### src/rtl/sefe_map.svh
// Purpose: Constants of the serial EEPROM front end (both ends)
// Assumes: 200 MHz system clock, 160 ns serial clock period in the bench
// Notes:   Cycle counts are derived from times, never typed in directly
`ifndef SEFE_MAP_SVH
`define SEFE_MAP_SVH
`define SEFE_CLK_PERIOD_NS  5
`define SEFE_SCK_PERIOD_NS  160
`define SEFE_HALF_CYC       ((`SEFE_SCK_PERIOD_NS / 2) / `SEFE_CLK_PERIOD_NS)
`define SEFE_BYTE_BITS      8
`define SEFE_MEM_WORDS      1024
`define SEFE_ID_PAGE_BYTES  32
`define SEFE_FIFO_DEPTH     8
`define SEFE_PROT_RST       2'h0
`define SEFE_PROT_NONE_BASE 11'h400
`define SEFE_PROT_QTR_BASE  11'h300
`define SEFE_PROT_HALF_BASE 11'h200
`define SEFE_PROT_ALL_BASE  11'h000
`define SEFE_IDLE_PIN       1'h1
`endif

### src/rtl/sefe_pkg.sv
// Purpose: Types shared by both ends of the serial EEPROM front end
// Assumes: Constants come from sefe_map.svh
// Notes:   One-hot state codes written out
package sefe_pkg;
    typedef enum logic [4:0] {
        SEFE_H_IDLE = 5'h01,
        SEFE_H_SEL  = 5'h02,
        SEFE_H_LO   = 5'h04,
        SEFE_H_HI   = 5'h08,
        SEFE_H_END  = 5'h10
    } sefe_host_state_t;
    typedef logic [7:0] sefe_byte_t;
endpackage

### src/rtl/sefe_if.sv
// Purpose: Serial pins between bus master and EEPROM front end
// Assumes: Data out line pulled high when nobody drives it
// Notes:   Wire level of the shared data out line is resolved here
`timescale 1ns/1ps
interface sefe_if;
    logic sclk;
    logic cs_n;
    logic mosi;
    logic hold_n;
    logic wp_n;
    logic miso_o;
    logic miso_oe;
    logic miso;
    // Pull-up stands in for the released line
    assign miso = miso_oe ? miso_o : 1'h1;
    modport dev  (input sclk, cs_n, mosi, hold_n, wp_n, output miso_o, miso_oe);
    modport host (output sclk, cs_n, mosi, hold_n, wp_n, input miso);
endinterface

### src/rtl/sefe_dev.sv
// Purpose: Device end: serial front end of a 1024 x 8 SPI EEPROM
// Assumes: All pins asynchronous to clk, synchronised by two flops
// Notes:   Received bytes queue in an 8-word FIFO toward the core
`timescale 1ns/1ps
`include "sefe_map.svh"

module sefe_dev
    import sefe_pkg::*;
#(
    parameter int DEPTH   = `SEFE_FIFO_DEPTH,
    parameter bit HAS_ID  = 1'h1
) (
    input  wire logic        clk,
    input  wire logic        reset,
    sefe_if.dev              link,
    output sefe_byte_t       rx_data,
    output logic             rx_valid,
    input  wire logic        rx_ready,
    output logic             rx_room,
    output logic             rx_overrun,
    input  wire sefe_byte_t  tx_data,
    input  wire logic        tx_valid,
    output logic             tx_taken,
    input  wire logic        write_busy,
    input  wire logic        prot_wr,
    input  wire logic [1:0]  prot_val,
    output logic             protect_range_hi_bit,
    output logic             protect_range_lo_bit,
    output logic [10:0]      protect_base,
    input  wire logic        id_lock,
    output logic             id_locked,
    output logic             selected,
    output logic             standby,
    output logic             paused,
    output logic             armed,
    output logic             wp_level
);
    // Pin order in the sync vectors: sclk, cs_n, mosi, hold_n, wp_n
    logic [4:0] sync1;
    logic [4:0] sync2;
    logic [4:0] sync3;
    logic       sck;
    logic       csn;
    logic       hldn;
    logic       sck_rise;
    logic       sck_fall;
    logic       active;
    logic       run;
    logic [2:0] bit_cnt;
    logic       byte_seen;
    logic       tx_on;
    sefe_byte_t sr_in;
    sefe_byte_t sr_out;
    sefe_byte_t push_data;
    logic       push;
    logic       fifo_in_ready;

    // First address of the protected area; array ends at 1024
    function automatic logic [10:0] prot_base_of(input logic [1:0] r);
        unique case (r)
            2'h0: prot_base_of = `SEFE_PROT_NONE_BASE;
            2'h1: prot_base_of = `SEFE_PROT_QTR_BASE;
            2'h2: prot_base_of = `SEFE_PROT_HALF_BASE;
            2'h3: prot_base_of = `SEFE_PROT_ALL_BASE;
        endcase
    endfunction

    // Two flops per pin, third stage only for edge finding
    always_ff @(posedge clk) begin
        if (reset) begin
            sync1 <= 5'h1b;
            sync2 <= 5'h1b;
            sync3 <= 5'h1b;
        end else begin
            sync1 <= {link.sclk, link.cs_n, link.mosi, link.hold_n, link.wp_n};
            sync2 <= sync1;
            sync3 <= sync2;
        end
    end

    assign sck      = sync2[4];
    assign csn      = sync2[3];
    assign hldn     = sync2[1];
    assign sck_rise = sck & ~sync3[4];
    assign sck_fall = ~sck & sync3[4];
    assign active   = armed & ~csn;
    // Same edge rule in both clock modes, idle level irrelevant
    assign run      = active & ~paused;

    // Deaf after reset until select falls from high
    always_ff @(posedge clk) begin
        if (reset) begin
            armed <= 1'h0;
        end else if (~csn & sync3[3]) begin
            armed <= 1'h1;
        end
    end

    // Pause on hold low with clock low, leave on release with clock low
    always_ff @(posedge clk) begin
        if (reset || csn) begin
            paused <= 1'h0; // Deselect clears a pause as well
        end else if (!paused && active && !hldn && sync3[1] && !sck) begin
            paused <= 1'h1;
        end else if (paused && hldn && !sck) begin
            paused <= 1'h0; // Resumes at the held bit count
        end
    end

    // Input shifter; a pause freezes count and data
    always_ff @(posedge clk) begin
        if (reset || csn) begin
            bit_cnt   <= 3'h0; // Next transaction starts at bit count 0
            byte_seen <= 1'h0;
            sr_in     <= 8'h00;
            push      <= 1'h0;
        end else begin
            push <= 1'h0;
            if (run && sck_rise) begin
                sr_in   <= {sr_in[6:0], sync2[2]}; // MSB arrives first
                bit_cnt <= bit_cnt + 3'h1;
                if (bit_cnt == 3'h7) begin
                    push      <= 1'h1;
                    push_data <= {sr_in[6:0], sync2[2]};
                    byte_seen <= 1'h1;
                end
            end
        end
    end

    // Output shifter loads at each byte boundary after the first byte
    always_ff @(posedge clk) begin
        if (reset || csn) begin
            sr_out   <= 8'h00;
            tx_on    <= 1'h0;
            tx_taken <= 1'h0;
        end else begin
            tx_taken <= 1'h0;
            if (run && sck_fall) begin
                if (bit_cnt == 3'h0 && byte_seen) begin
                    tx_on <= tx_valid; // First bit right after instruction
                    if (tx_valid) begin
                        sr_out   <= tx_data;
                        tx_taken <= 1'h1;
                    end
                end else begin
                    sr_out <= {sr_out[6:0], 1'h0}; // MSB leaves first
                end
            end
        end
    end

    assign link.miso_o = sr_out[7];

    // Drive only while selected, unpaused and sending
    always_ff @(posedge clk) begin
        if (reset) begin
            link.miso_oe <= 1'h0;
        end else begin
            link.miso_oe <= run & tx_on & ~(~sck & sync3[4] & bit_cnt == 3'h0 & ~tx_valid);
        end
    end

    // Power state follows select and the write cycle
    always_ff @(posedge clk) begin
        if (reset) begin
            selected <= 1'h0;
            standby  <= 1'h1;
            wp_level <= 1'h1;
        end else begin
            selected <= active;
            standby  <= ~active & ~write_busy;
            wp_level <= sync2[0];
        end
    end

    // Protect range only changes while the protect pin is high
    always_ff @(posedge clk) begin
        if (reset) begin
            {protect_range_hi_bit, protect_range_lo_bit} <= `SEFE_PROT_RST;
            protect_base <= prot_base_of(`SEFE_PROT_RST);
        end else if (prot_wr && sync2[0]) begin
            {protect_range_hi_bit, protect_range_lo_bit} <= prot_val;
            protect_base <= prot_base_of(prot_val); // Bounds in 1024 words
        end
    end

    // Identification page lock is one-way
    always_ff @(posedge clk) begin
        if (reset) begin
            id_locked <= 1'h0;
        end else if (HAS_ID && id_lock) begin
            id_locked <= 1'h1;
        end
    end

    // Overrun is sticky until the next select; a drop beats the clear
    always_ff @(posedge clk) begin
        if (reset) begin
            rx_overrun <= 1'h0;
            rx_room    <= 1'h1;
        end else begin
            rx_room <= fifo_in_ready;
            if (push && !fifo_in_ready) begin
                rx_overrun <= 1'h1;
            end else if (~csn & sync3[3]) begin
                rx_overrun <= 1'h0;
            end
        end
    end

    // The serial link cannot stall, so a full queue drops and flags
    sefe_fifo #(
        .WIDTH (8),
        .DEPTH (DEPTH)
    ) u_rx_fifo (
        .clk       (clk),
        .reset     (reset),
        .in_data   (push_data),
        .in_valid  (push),
        .in_ready  (fifo_in_ready),
        .out_data  (rx_data),
        .out_valid (rx_valid),
        .out_ready (rx_ready)
    );
endmodule

### src/rtl/sefe_host.sv
// Purpose: Master end: drives the serial EEPROM pins byte by byte
// Assumes: Serial clock made here by dividing clk
// Notes:   Clock may stretch high between bytes; also holds the shared FIFO
`timescale 1ns/1ps
`include "sefe_map.svh"

// Plain synchronous FIFO, registered flags
module sefe_fifo #(
    parameter int WIDTH = 8,
    parameter int DEPTH = `SEFE_FIFO_DEPTH
) (
    input  wire logic             clk,
    input  wire logic             reset,
    input  wire logic [WIDTH-1:0] in_data,
    input  wire logic             in_valid,
    output logic                  in_ready,
    output logic      [WIDTH-1:0] out_data,
    output logic                  out_valid,
    input  wire logic             out_ready
);
    localparam int AW = $clog2(DEPTH);
    logic [WIDTH-1:0] mem [DEPTH];
    logic [AW-1:0]    wr_ptr;
    logic [AW-1:0]    rd_ptr;
    logic [AW:0]      count;
    logic             push;
    logic             pop;

    assign push = in_valid & in_ready;
    assign pop  = out_valid & out_ready;
    assign out_data = mem[rd_ptr];

    // Storage needs no reset
    always_ff @(posedge clk) begin
        if (push) begin
            mem[wr_ptr] <= in_data;
        end
    end

    // Pointers wrap at the depth, which need not be a power of two
    always_ff @(posedge clk) begin
        if (reset) begin
            wr_ptr <= '0;
            rd_ptr <= '0;
        end else begin
            if (push) begin
                wr_ptr <= (wr_ptr == AW'(DEPTH - 1)) ? '0 : wr_ptr + 1'h1;
            end
            if (pop) begin
                rd_ptr <= (rd_ptr == AW'(DEPTH - 1)) ? '0 : rd_ptr + 1'h1;
            end
        end
    end

    // Count and flags move together
    always_ff @(posedge clk) begin
        if (reset) begin
            count     <= '0;
            in_ready  <= 1'h1;
            out_valid <= 1'h0;
        end else begin
            count     <= count + (AW+1)'(push) - (AW+1)'(pop);
            in_ready  <= (count + (AW+1)'(push) - (AW+1)'(pop)) != (AW+1)'(DEPTH);
            out_valid <= (count + (AW+1)'(push) - (AW+1)'(pop)) != '0;
        end
    end
endmodule


### src/flat_wrapper.sv
// flat-port wrapper written by rule: the top's interface ports become plain ports
module sefe_dev_flat import sefe_pkg::*;
#(
    parameter int DEPTH   = `SEFE_FIFO_DEPTH,
    parameter bit HAS_ID  = 1'h1
)
  (clk, reset, rx_data, rx_valid, rx_ready, rx_room, rx_overrun, tx_data, tx_valid, tx_taken, write_busy, prot_wr, prot_val, protect_range_hi_bit, protect_range_lo_bit, protect_base, id_lock, id_locked, selected, standby, paused, armed, wp_level, link_sclk, link_cs_n, link_mosi, link_hold_n, link_wp_n, link_miso_o, link_miso_oe);
  sefe_if link_i ();
  input  wire logic clk;
  input  wire logic reset;
  output sefe_byte_t rx_data;
  output logic rx_valid;
  input  wire logic rx_ready;
  output logic rx_room;
  output logic rx_overrun;
  input  wire sefe_byte_t tx_data;
  input  wire logic tx_valid;
  output logic tx_taken;
  input  wire logic write_busy;
  input  wire logic prot_wr;
  input  wire logic [1:0] prot_val;
  output logic protect_range_hi_bit;
  output logic protect_range_lo_bit;
  output logic [10:0] protect_base;
  input  wire logic id_lock;
  output logic id_locked;
  output logic selected;
  output logic standby;
  output logic paused;
  output logic armed;
  output logic wp_level;
  input wire logic [$bits(link_i.sclk)-1:0] link_sclk;
  input wire logic [$bits(link_i.cs_n)-1:0] link_cs_n;
  input wire logic [$bits(link_i.mosi)-1:0] link_mosi;
  input wire logic [$bits(link_i.hold_n)-1:0] link_hold_n;
  input wire logic [$bits(link_i.wp_n)-1:0] link_wp_n;
  output wire logic [$bits(link_i.miso_o)-1:0] link_miso_o;
  output wire logic [$bits(link_i.miso_oe)-1:0] link_miso_oe;
  assign link_i.sclk = link_sclk;
  assign link_i.cs_n = link_cs_n;
  assign link_i.mosi = link_mosi;
  assign link_i.hold_n = link_hold_n;
  assign link_i.wp_n = link_wp_n;
  assign link_miso_o = link_i.miso_o;
  assign link_miso_oe = link_i.miso_oe;
  sefe_dev #(.DEPTH(DEPTH), .HAS_ID(HAS_ID)) u_core (.clk(clk), .reset(reset), .link(link_i), .rx_data(rx_data), .rx_valid(rx_valid), .rx_ready(rx_ready), .rx_room(rx_room), .rx_overrun(rx_overrun), .tx_data(tx_data), .tx_valid(tx_valid), .tx_taken(tx_taken), .write_busy(write_busy), .prot_wr(prot_wr), .prot_val(prot_val), .protect_range_hi_bit(protect_range_hi_bit), .protect_range_lo_bit(protect_range_lo_bit), .protect_base(protect_base), .id_lock(id_lock), .id_locked(id_locked), .selected(selected), .standby(standby), .paused(paused), .armed(armed), .wp_level(wp_level));
endmodule
### config.mk
export PLATFORM = sky130hd
export DESIGN_NAME = sefe_dev_flat
export DESIGN_NICKNAME = d
export VERILOG_FILES = /design/src/rtl/sefe_pkg.sv /design/src/rtl/sefe_if.sv /design/src/rtl/sefe_dev.sv /design/src/rtl/sefe_host.sv /design/src/flat_wrapper.sv
export VERILOG_INCLUDE_DIRS = /design/src /design/src/rtl
export SDC_FILE = /design/constraint.sdc
export NUM_CORES = 1
export LEC_CHECK = 0
export ABC_AREA = 1
export BUFFER_PORTS_ARGS = -buffer_cell sky130_fd_sc_hd__clkbuf_2
export CAP_MARGIN = 20
export CORE_UTILIZATION = 60
export DETAILED_ROUTE_END_ITERATION = 16
export GPL_TIMING_DRIVEN = 0
export HOLD_SLACK_MARGIN = 0.1
export PLACE_DENSITY = 0.79
export SLEW_MARGIN = 20
export SYNTH_ARGS = -nofsm -noshare
export SYNTH_HDL_FRONTEND = slang
export SYNTH_SLANG_ARGS = --single-unit
### constraint.sdc
create_clock -name clk -period 5.55 [get_ports clk]
set_input_delay 1.665 -clock clk [delete_from_list [all_inputs] [get_ports clk]]
set_output_delay 1.665 -clock clk [all_outputs]
set_load 0.1 [all_outputs]
==> impl_metrics.tcl, run 1 <==
set metrics [dict create \
    status "finished, final reports clean" \
    synthMuxAreaShare 0 \
    maxCapViolations 0 \
    chipWidth_um 96.6 \
    fin_area_sq_um 6340 \
    dp_cells 701 \
    syn_inst 540 \
    drtIter0Drc 323 \
    slowest_delay_ns 0.46 \
    insertedDiodeCount 0 \
    row_count 34 \
    wl_met2_um 5660 \
    fin_crit_sh 0.685 \
    worstMarginPinSlew_ns 0.970 \
    stdcell_count 733 \
    critPathLaunchType "register" \
    syn2layout_area_growth_pct 18.1 \
    crit_path_cell_trace "buf_2 -> o21ai_0 -> o21ai_1 -> nand2_1 -> nand2_1 -> clkbuf_2" \
    slew_violations 0 \
    antenna_found_initial 0 \
    cts_setup_buffers 0 \
    total_power_w 0.00284 \
    drc_errors 0 \
    portBuffers 46 \
    skew_ns 0.00819 \
    ys_seq_elements 136 \
    synth.distinct_cells 29 \
    synth_xor_area_frac 0.00326 \
    die_area_sq_um 9330 \
    crit_path_end_kind "output pin" \
    holdBufCountCts 0 \
    crit_path_frequent_cell "nand2_1" \
    grt_pass1_wl_um 17200 \
    rsz0062_at_grt "false" \
    cp_data_arrival_time_ns 2.14 \
    synth_edf_count 72 \
    cts_tree "yes" \
    yosys.area_share.simple 0.176 \
    htreeDepth 4 \
    netlist_top_cells_area "edfxtp_1 (40%), dfxtp_1 (24%), nor2_1 (8.3%)" \
    post-dp-hpwl_um 7230 \
    avgRoutedWirePerCell_um 15.1 \
    critical-path-slowest-cell "clkbuf_2" \
    worstPathRequired_ns 3.88 \
    synth_top_cell_by_area "edfxtp_1" \
    cts_made_buffers 17 \
    yosysMostFrequentCell "nor2_1" \
    grt_usage 0.255 \
    insertion_delay_ns 0.52 \
    place_area_sq_um 5760 \
    clock_path_buffers 2 \
    fp.dieH_um 96.6 \
    hold_class "register to register" \
    yosysWarnings 0 \
    nNetsFinal 647 \
    wl_met1_um 4520 \
    path_clk_slew_ns 0.06 \
    fmax_ghz 0.263 \
    peakVddDrop_mv 0.238 \
    yosysSeqAreaShare 0.641 \
    wirelength_um 11100 \
    dr.max_layer_used "met4" \
    drive_gt1_frac 0.194 \
    netlist_area_sq_um 5370 \
    avgSynthCellArea_sq_um 9.94 \
    gr-total-overflow 0 \
    synth_top_area_frac 0.403 \
    p_leak_nw 2.78 \
    setup_violations 0 \
    viasPerCell 5.22 \
    cts.sinks 136 \
    vias 3826 \
    synthAdderAreaFrac 0.0317 \
    async_reset_ff_frac 0 \
    wl_met3_um 676 \
    period_minus_slack_ns 3.80 \
    hold_ws_ns 0.410 \
    fin_tns_setup_ns 0 \
    ant_nets 0 \
    critical_path_class "register to output pin" \
    path_max_fanout 10 \
    start_util 0.619 \
    hold_violations 0 \
    cts_resized 0 \
    firstDrtPassIters 6 \
    coreArea_sq_um 8680 \
    synth_compound_area_frac 0.0821 \
    synthTopCellsByCount "nor2_1 (119), nand2_1 (83), edfxtp_1 (72)" \
    cts-root-buf "clkbuf_8" \
    gp_congestion 0.864 \
    grt_max_degree 17 \
    power.density_nw_per_um2 448 \
    relSlewSlack 0.351 \
    ys.flop_type "edfxtp_1" \
    io_pins 55 \
    synth_top_family_by_area "simple AND/OR/NAND/NOR gates" \
    grt_pass1_vias 3663 \
]
[registers in the layout (all words and copies together) (netlist names), 3 cells and up, named ones only]
register	flops
u_core.u_rx_fifo.mem	64
u_core.push_data	8
u_core.sr_out	8
u_core.sr_in	7
u_core.sync1	5
u_core.sync2	5
u_core.sync3	4
u_core.u_rx_fifo.count	4
u_core.bit_cnt	3
u_core.protect_base	3
u_core.u_rx_fifo.rd_ptr	3
u_core.u_rx_fifo.wr_ptr	3
[cells by family (layout without fill, tap and decap cells)]
| logic type | count (synthesis) | after routing |
|---|---|---|
| compound gates | 87 | 87 |
| fa+ha+maj | 13 | 13 |
| simple gates | 233 | 233 |
| xor+xnor | 2 | 2 |
| other cells | 1 | 8 |
| flops | 136 | 136 |
| buf+inv | 68 | 146 |
[where the power goes]
part	leakage (nW)	switching (W)	internal [W]	total (W)
combinational	1.20	0.000486	0.000154	0.000641
sequential	1.29	0.0000260	0.00109	0.00111
clock	0.283	0.000439	0.000649	0.00109
total	2.78	0.000951	0.00189	0.00284
[cells in the final DEF (no fill, tap or decap), types with 11 or more instances in the layout]
cell type / count
or2_2: 11
clkbuf_2: 46
o21ai_0: 42
nor2_1: 119
inv_1: 38
o21ai_1: 31
dfxtp_1: 64
edfxtp_1: 72
ha_1: 12
nand2_1: 83
a21oi_1: 12
clkbuf_16: 16
[final cells by class]
cell class / instances / area, sq um
clock buffers: 17 / 414
plain buffers: 25 / 184
multi-input cells: 343 / 1600
flip-flops and latches: 136 / 3440
clock inverters: 15 / 166
fillers: 630 / 2340
repair buffers: 46 / 230
well taps: 108 / 135
inverters: 43 / 163
[path summary, 6_finish.rpt]
check	start	to	slack, ns	depth (start not counted)
worst max-delay path	register	rx_data[1]	1.75	6
worst min-delay path	u_core.sync1[1]$_SDFF_PP1_	u_core.sync2[1]$_SDFF_PP1_	0.41	1
worst max register to register	u_core.u_rx_fifo.in_ready$_SDFF_PP1_	u_core.u_rx_fifo.out_valid$_SDFF_PP0_	3.33	12
worst min register to register	u_core.sync1[1]$_SDFF_PP1_	u_core.sync2[1]$_SDFF_PP1_	0.41	1
[stage by stage]
stage               utilization  setup slack [ns]
floorplan                     -              2.31
global placement          0.664              2.11
detailed placement        0.664              2.07
CTS                       0.731              1.73
global route              0.731              1.58
finish                    0.731              1.75
[metal layers]
| layer | up-vias | track usage |
|---|---|---|
| met5 | - | 0 |
| met4 | 0 | 0.112 |
| met3 | 24 | 0.0634 |
| met2 | 140 | 0.445 |
| met1 | 1762 | 0.296 |
| li1 | 1900 | - |
[worst max-delay path: cells and delay by family, from the launching register on]
kind	cells	cell delay [ns]
AO/OA/AOI/OAI	2	0.31
flip-flops	1	0.41
buffers and inverters	2	0.73
AND/OR/NAND/NOR	2	0.17
Note: power is estimated with default switching activity, not from simulation.
==> run 2: changes to the inputs <==
--- a/config.mk
+++ b/config.mk
@@ -6,14 +6,14 @@
 export SDC_FILE = /design/constraint.sdc
 export NUM_CORES = 1
 export LEC_CHECK = 0
-export ABC_AREA = 1
+export ABC_AREA = 0
 export BUFFER_PORTS_ARGS = -buffer_cell sky130_fd_sc_hd__clkbuf_2
 export CAP_MARGIN = 20
-export CORE_UTILIZATION = 60
+export CORE_UTILIZATION = 52
 export DETAILED_ROUTE_END_ITERATION = 16
 export GPL_TIMING_DRIVEN = 0
 export HOLD_SLACK_MARGIN = 0.1
-export PLACE_DENSITY = 0.79
+export PLACE_DENSITY = 0.73
 export SLEW_MARGIN = 20
 export SYNTH_ARGS = -nofsm -noshare
 export SYNTH_HDL_FRONTEND = slang
==> constraint.sdc (replaced) <==
create_clock -name clk -period 3.3 [get_ports clk]
set_input_delay 0.99 -clock clk [delete_from_list [all_inputs] [get_ports clk]]
set_output_delay 0.99 -clock clk [all_outputs]
set_load 0.1 [all_outputs]
==> run 2 against run 1 <==
  * Hold slack worse by 0.0014 ns
  * Final area rose by 0.36%
  * Synthesized cell count down 30%
  * Flip-flop and latch count unchanged
  * Clock skew about the same
  * Area after synthesis shrank 2.8%
  * Count of clock-buffer cells in the layout grew 1
  * Setup slack got worse by 1.7 ns
  * Highest routed layer unchanged
==> impl_metrics.tcl, run 2 <==
set metrics [dict create \
    status "finished, final reports clean" \
    avgSynthCellArea_sq_um 13.7 \
    viasPerCell 5.24 \
    gr-total-overflow 0 \
    clock_path_buffers 2 \
    period_minus_slack_ns 3.21 \
    largest_register "u_core.u_rx_fifo.mem" \
    grt_max_degree 17 \
    n_fill_cell 752 \
    largest_register_ffs 64 \
    portBuffers 46 \
    power.density_nw_per_um2 700 \
    slew_violations 0 \
    cts_tree "yes" \
    syn2layout_area_growth_pct 21.9 \
    fin_crit_sh 0.971 \
    grt_pass1_vias 3135 \
    yosysMostFrequentCell "edfxtp_1" \
    chipWidth_um 102 \
    synth_top_area_frac 0.414 \
    antenna_found_initial 0 \
    most-common-layout-cells "edfxtp_1 (72), dfxtp_1 (64), clkbuf_2 (38)" \
    crit_family "multiplexers" \
    peakVddDrop_mv 0.449 \
    async_reset_ff_frac 0 \
    path_max_fanout 10 \
    synth_edf_count 72 \
    critPathLaunchType "register" \
    gp_congestion 0.762 \
    wirelength_um 9280 \
    die_area_sq_um 10400 \
    hold_violations 0 \
    start_util 0.537 \
    insertion_delay_ns 0.52 \
    grt_pass1_wl_um 15400 \
    vias 3132 \
    critical-path-slowest-cell "dfxtp_1" \
    grt_usage 0.203 \
    firstDrtPassIters 7 \
    avgRoutedWirePerCell_um 15.5 \
    coreArea_sq_um 9730 \
    netlist_top_cells_area "edfxtp_1 (41%), dfxtp_1 (25%), mux4_2 (6.9%)" \
    p_leak_nw 2.36 \
    use_met2 0.333 \
    cp_data_arrival_time_ns 2.22 \
    ant_nets 0 \
    path_buf_inv 2 \
    grt_busiest_layer "met2" \
    worstMarginPinSlew_ns 0.948 \
    slowest_delay_ns 0.53 \
    row_count 36 \
    syn_inst 380 \
    fmax_ghz 0.312 \
    netlist_area_sq_um 5220 \
    cts.sinks 136 \
    drc_errors 0 \
    crit_path_cell_trace "clkbuf_4 -> mux4_2 -> mux2_2 -> clkbuf_8" \
    worst_slack_ns 0.0941 \
    holdBufCountCts 0 \
    drive_gt1_frac 0.288 \
    setup_violations 0 \
    synth.distinct_cells 44 \
    crit_path_end_kind "output pin" \
    cts_made_buffers 17 \
    maxCapViolations 0 \
    yosysWarnings 0 \
    met3_usage 0.0609 \
    path_clk_slew_ns 0.06 \
    relSlewSlack 0.366 \
    stdcell_count 598 \
    yosysSeqAreaShare 0.660 \
    cts-root-buf "clkbuf_8" \
    pre_cts_ws_ns -0.0229 \
    fp.dieH_um 102 \
    worstPathRequired_ns 2.31 \
    ys.flop_type "edfxtp_1" \
    largestRegisters "u_core.u_rx_fifo.mem: 64 flops, u_core.push_data: 8 flops, u_core.sr_out: 8 flops" \
    rsz0062_at_grt "false" \
    nNetsFinal 487 \
    skew_ns 0.00808 \
    synth_top_cell_by_area "edfxtp_1" \
    layout_commonest_cell "edfxtp_1" \
    insertedDiodeCount 0 \
    hold_class "register to register" \
    globalRouteMet1Util 0.253 \
    io_pins 55 \
    ys_seq_elements 136 \
    dp_cells 567 \
    htreeDepth 4 \
    drtIter0Drc 145 \
    critical_path_class "register to output pin" \
    post-dp-hpwl_um 5920 \
    synthTopCellsByCount "edfxtp_1 (72), dfxtp_1 (64), a21oi_1 (25)" \
]
==> run 2: repair_timing <==
action,CTS,global route
endpoints found under the setup margin,8,8
setup buffers,0,0
gates resized for setup,21,2
cloned,0,0
==> run 2: worst paths after layout <==
| check | slack (ns) | cells past startpoint | endpoint | start |
|---|---|---|---|---|
| worst max-delay path | 0.09 | 4 | rx_data[0] | register |
| worst min-delay path | 0.41 | 1 | u_core.sync2[1]$_SDFF_PP1_ | u_core.sync1[1]$_SDFF_PP1_ |
| worst max register to register | 0.99 | 7 | u_core.u_rx_fifo.in_ready$_SDFF_PP1_ | u_core.u_rx_fifo.in_ready$_SDFF_PP1_ |
| worst min register to register | 0.41 | 1 | u_core.sync2[1]$_SDFF_PP1_ | u_core.sync1[1]$_SDFF_PP1_ |
==> run 2: area by class of cell <==
| cell class | count | area (sq um) | share of cell area |
|---|---|---|---|
| buffer | 25 | 148 | 0.0232 |
| clock buffer | 18 | 418 | 0.0657 |
| clock inverter | 14 | 174 | 0.0273 |
| inverter | 14 | 52.6 | 0.00826 |
| multi-input combinational | 211 | 1650 | 0.260 |
| sequential | 136 | 3440 | 0.541 |
| tap | 133 | 166 | 0.0262 |
| timing repair buffer | 47 | 308 | 0.0484 |
==> run 2: where the power goes <==
part,switching [W],internal (W)
clock network,0.000721,0.00116
registers,0.0000435,0.00182
logic,0.000464,0.000251
==> run 2: cell families (layout without fill, tap and decap cells) <==
logic type               count (synthesis)  after routing  synth area share
flip-flops                             136            136             0.660
AND/OR/NAND/NOR                         94             94            0.0966
AO/OA/AOI/OAI                           61             61            0.0686
buffers and inverters                   40            118            0.0350
multiplexers                            33             33             0.104
adder cells (fa/ha/maj)                 13             13            0.0326
XOR/XNOR                                 2              2           0.00336
other                                    1              8          0.000718
==> run 2: worst register-to-register path, cell delays in order (launching register included) <==
cell,delay (ns)
dfxtp_1,0.44
nand2_1,0.28
nand3_1,0.22
nand2_1,0.08
ha_1,0.19
and3_1,0.15
or3_1,0.41
a2111o_1,0.42
==> run 2: per-stage QoR <==
| stage | total power [W] | setup TNS, ns | area (sq um) | hold WS, ns | util |
|---|---|---|---|---|---|
| floorplan | 0.00246 | 0 | 5250 | 0.389 | - |
| global placement | 0.00257 | 0 | 5640 | 0.391 | 0.580 |
| detailed placement | 0.00257 | -0.0448 | 5680 | 0.396 | 0.584 |
| CTS | 0.00448 | 0 | 6350 | 0.411 | 0.653 |
| global route | 0.00461 | 0 | 6360 | 0.424 | 0.654 |
| finish | 0.00445 | 0 | 6360 | 0.409 | 0.654 |
==> run 2: routing by layer <==
metal | up-vias | share of wire
li1 | 1543 | -
met1 | 1506 | 0.45
met2 | 72 | 0.49
met3 | 11 | 0.045
met4 | 0 | 0.013
met5 | - | 0
==> run 3: changes to the inputs <==
--- a/config.mk
+++ b/config.mk
@@ -12,9 +12,10 @@
 export CORE_UTILIZATION = 52
 export DETAILED_ROUTE_END_ITERATION = 16
 export GPL_TIMING_DRIVEN = 0
-export HOLD_SLACK_MARGIN = 0.1
+export HOLD_SLACK_MARGIN = 0.15
 export PLACE_DENSITY = 0.73
 export SLEW_MARGIN = 20
 export SYNTH_ARGS = -nofsm -noshare
 export SYNTH_HDL_FRONTEND = slang
+export SYNTH_HIERARCHICAL = 1
 export SYNTH_SLANG_ARGS = --single-unit
==> run 3 against run 2 <==
  * Flip-flop and latch count is the same
  * Sequential power is essentially flat
  * Maximum frequency grew 0.31%
  * Wire length shrank 1.8%
  * Final cell count grew 0.17%
  * Die area grew 1.7%
==> impl_metrics.tcl, run 3 <==
set metrics [dict create \
    largestRegisters "u_core/u_rx_fifo/mem: 64 flops, u_core/push_data: 8 flops, u_core/sr_out: 8 flops" \
    synth_compound_area_frac 0.0674 \
    critical-path-slowest-cell "mux4_1" \
    synth_top_cell_by_area "edfxtp_1" \
    synth_top_area_frac 0.407 \
    avgSynthCellArea_sq_um 13.9 \
    ys.flop_type "edfxtp_1" \
    netlist_top_cells_area "edfxtp_1 (41%), dfxtp_1 (24%), mux4_1 (7.4%)" \
    peakVddDrop_mv 0.447 \
    path_buf_inv 3 \
    synthMuxAreaShare 0.112 \
    cts_tree "yes" \
    avgRoutedWirePerCell_um 15.2 \
    synth_top_family_by_area "multiplexers" \
    relSlewSlack 0.412 \
    synth_edf_count 72 \
    row_count 36 \
    path_max_fanout 10 \
    slew_violations 0 \
    worstPathRequired_ns 2.31 \
    crit_path_end_kind "output pin" \
    synthTopCellsByCount "edfxtp_1 (72), dfxtp_1 (64), a21oi_1 (25)" \
    cts-root-buf "clkbuf_8" \
    ys_seq_elements 136 \
    io_pins 55 \
    insertedDiodeCount 0 \
    clock_path_buffers 2 \
    yosysMostFrequentCell "edfxtp_1" \
    rsz0062_at_grt "false" \
    drive_gt1_frac 0.249 \
    most-common-layout-cells "edfxtp_1 (72), dfxtp_1 (64), clkbuf_2 (38)" \
    fp.dieH_um 103 \
    nNetsFinal 489 \
    synthAdderAreaFrac 0.0344 \
    fin_util 0.646 \
    ant_nets 0 \
    crit_family "multiplexers" \
    yosysWarnings 6 \
    drc_errors 0 \
    grt_pass1_wl_um 14600 \
    start_util 0.541 \
    coreArea_sq_um 9820 \
    worstMarginPinSlew_ns 0.879 \
    antenna_found_initial 0 \
    yosysSeqAreaShare 0.648 \
    viasPerCell 5.30 \
    holdBufCountCts 0 \
    fin_tns_setup_ns 0 \
    largest_register "u_core/u_rx_fifo/mem" \
    gp_congestion 0.784 \
    hold_violations 0 \
    drtIter0Drc 121 \
    power.density_nw_per_um2 670 \
    cts.sinks 136 \
    crit_path_cell_trace "buf_6 -> buf_12 -> mux4_1 -> mux2_2 -> buf_4" \
    firstDrtPassIters 4 \
    wirelength_um 9120 \
    slowest_delay_ns 0.56 \
    yosys.area_share.simple 0.0930 \
    period_minus_slack_ns 3.20 \
    fmax_ghz 0.313 \
    maxCapViolations 0 \
    setup_violations 0 \
    syn_inst 381 \
    fin_crit_sh 0.969 \
    critical_path_class "register to output pin" \
    die_area_sq_um 10600 \
    gr-total-overflow 0 \
    grt_usage 0.189 \
    cts_setup_buffers 0 \
    synth_xor_area_frac 0.00330 \
    grt_max_degree 17 \
    post-dp-hpwl_um 5990 \
    vias 3177 \
    insertion_delay_ns 0.51 \
    cp_data_arrival_time_ns 2.21 \
    htreeDepth 4 \
    path_clk_slew_ns 0.06 \
    status "finished, final reports clean" \
    syn2layout_area_growth_pct 19.4 \
    largest_register_ffs 64 \
    critPathLaunchType "register" \
    chipWidth_um 103 \
    async_reset_ff_frac 0 \
    synth.distinct_cells 48 \
    layout_commonest_cell "edfxtp_1" \
    portBuffers 46 \
    grt_pass1_vias 3047 \
    cts_made_buffers 17 \
    p_leak_nw 2.39 \
    cts_resized 9 \
    skew_ns 0.0119 \
    hold_class "register to register" \
    netlist_area_sq_um 5310 \
]
run 3: cell types whose count changed after synthesis:
cell,previous run,this run
mux4_2,16,1
clkbuf_1,14,12
nand3_1,22,19
nand4b_1,0,1
buf_2,2,1
buf_6,0,1
nand2_1,14,13
inv_1,13,17
mux4_1,0,15
buf_12,0,1
ha_1,12,13
run 3: routing by layer:
metal,vias up,GRT usage,routed length (um)
met2,70,0.328,4670
met5,-,0,0
met1,1549,0.224,4050
li1,1551,-,-
met4,0,0.0758,97
met3,7,0.0529,300
run 3: final cells by class:
type                            instances  area, sq um
Multi-Input combinational cell        209         1710
Timing Repair Buffer                   47          255
Inverter                               18         67.6
Clock inverter                         14          134
Fill cell                             800         3480
Sequential cell                       136         3440
Buffer                                 24          148
Tap cell                              133          166
Clock buffer                           18          418
run 3: stage by stage:
stage / instances / hold slack [ns] / area [sq um] / power, W / setup WS (ns)
detailed placement: 568 / 0.393 / 5770 / 0.00256 / 0.342
global route: 599 / 0.429 / 6340 / 0.00441 / 0.00271
finish: 599 / 0.407 / 6340 / 0.00425 / 0.104
floorplan: 388 / 0.389 / 5340 / 0.00245 / 0.468
global placement: 567 / 0.393 / 5740 / 0.00254 / 0.368
CTS: 599 / 0.408 / 6340 / 0.00428 / 0.00489
run 3: kinds of logic after synthesis:
family	count (synthesis)
mux	33
flops	136
simple gates	91
compound gates	61
other cells	1
fa+ha+maj	14
xor+xnor	2
buf+inv	43
run 3: worst paths after layout:
| path | from | to | slack [ns] | cells past startpoint |
|---|---|---|---|---|
| min | u_core/sync1[3]$_SDFF_PP1_ | u_core/sync2[3]$_SDFF_PP1_ | 0.41 | 1 |
| min reg2reg | u_core/sync1[3]$_SDFF_PP1_ | u_core/sync2[3]$_SDFF_PP1_ | 0.41 | 1 |
| max | register | rx_data[3] | 0.10 | 5 |
| max reg2reg | u_core/u_rx_fifo/out_valid$_SDFF_PP0_ | u_core/u_rx_fifo/in_ready$_SDFF_PP1_ | 1.11 | 8 |
run 3: report_power, final:
part,internal [W],total [W],switching [W]
clock,0.00106,0.00172,0.000659
combinational,0.000224,0.000676,0.000451
sequential,0.00182,0.00186,0.0000377
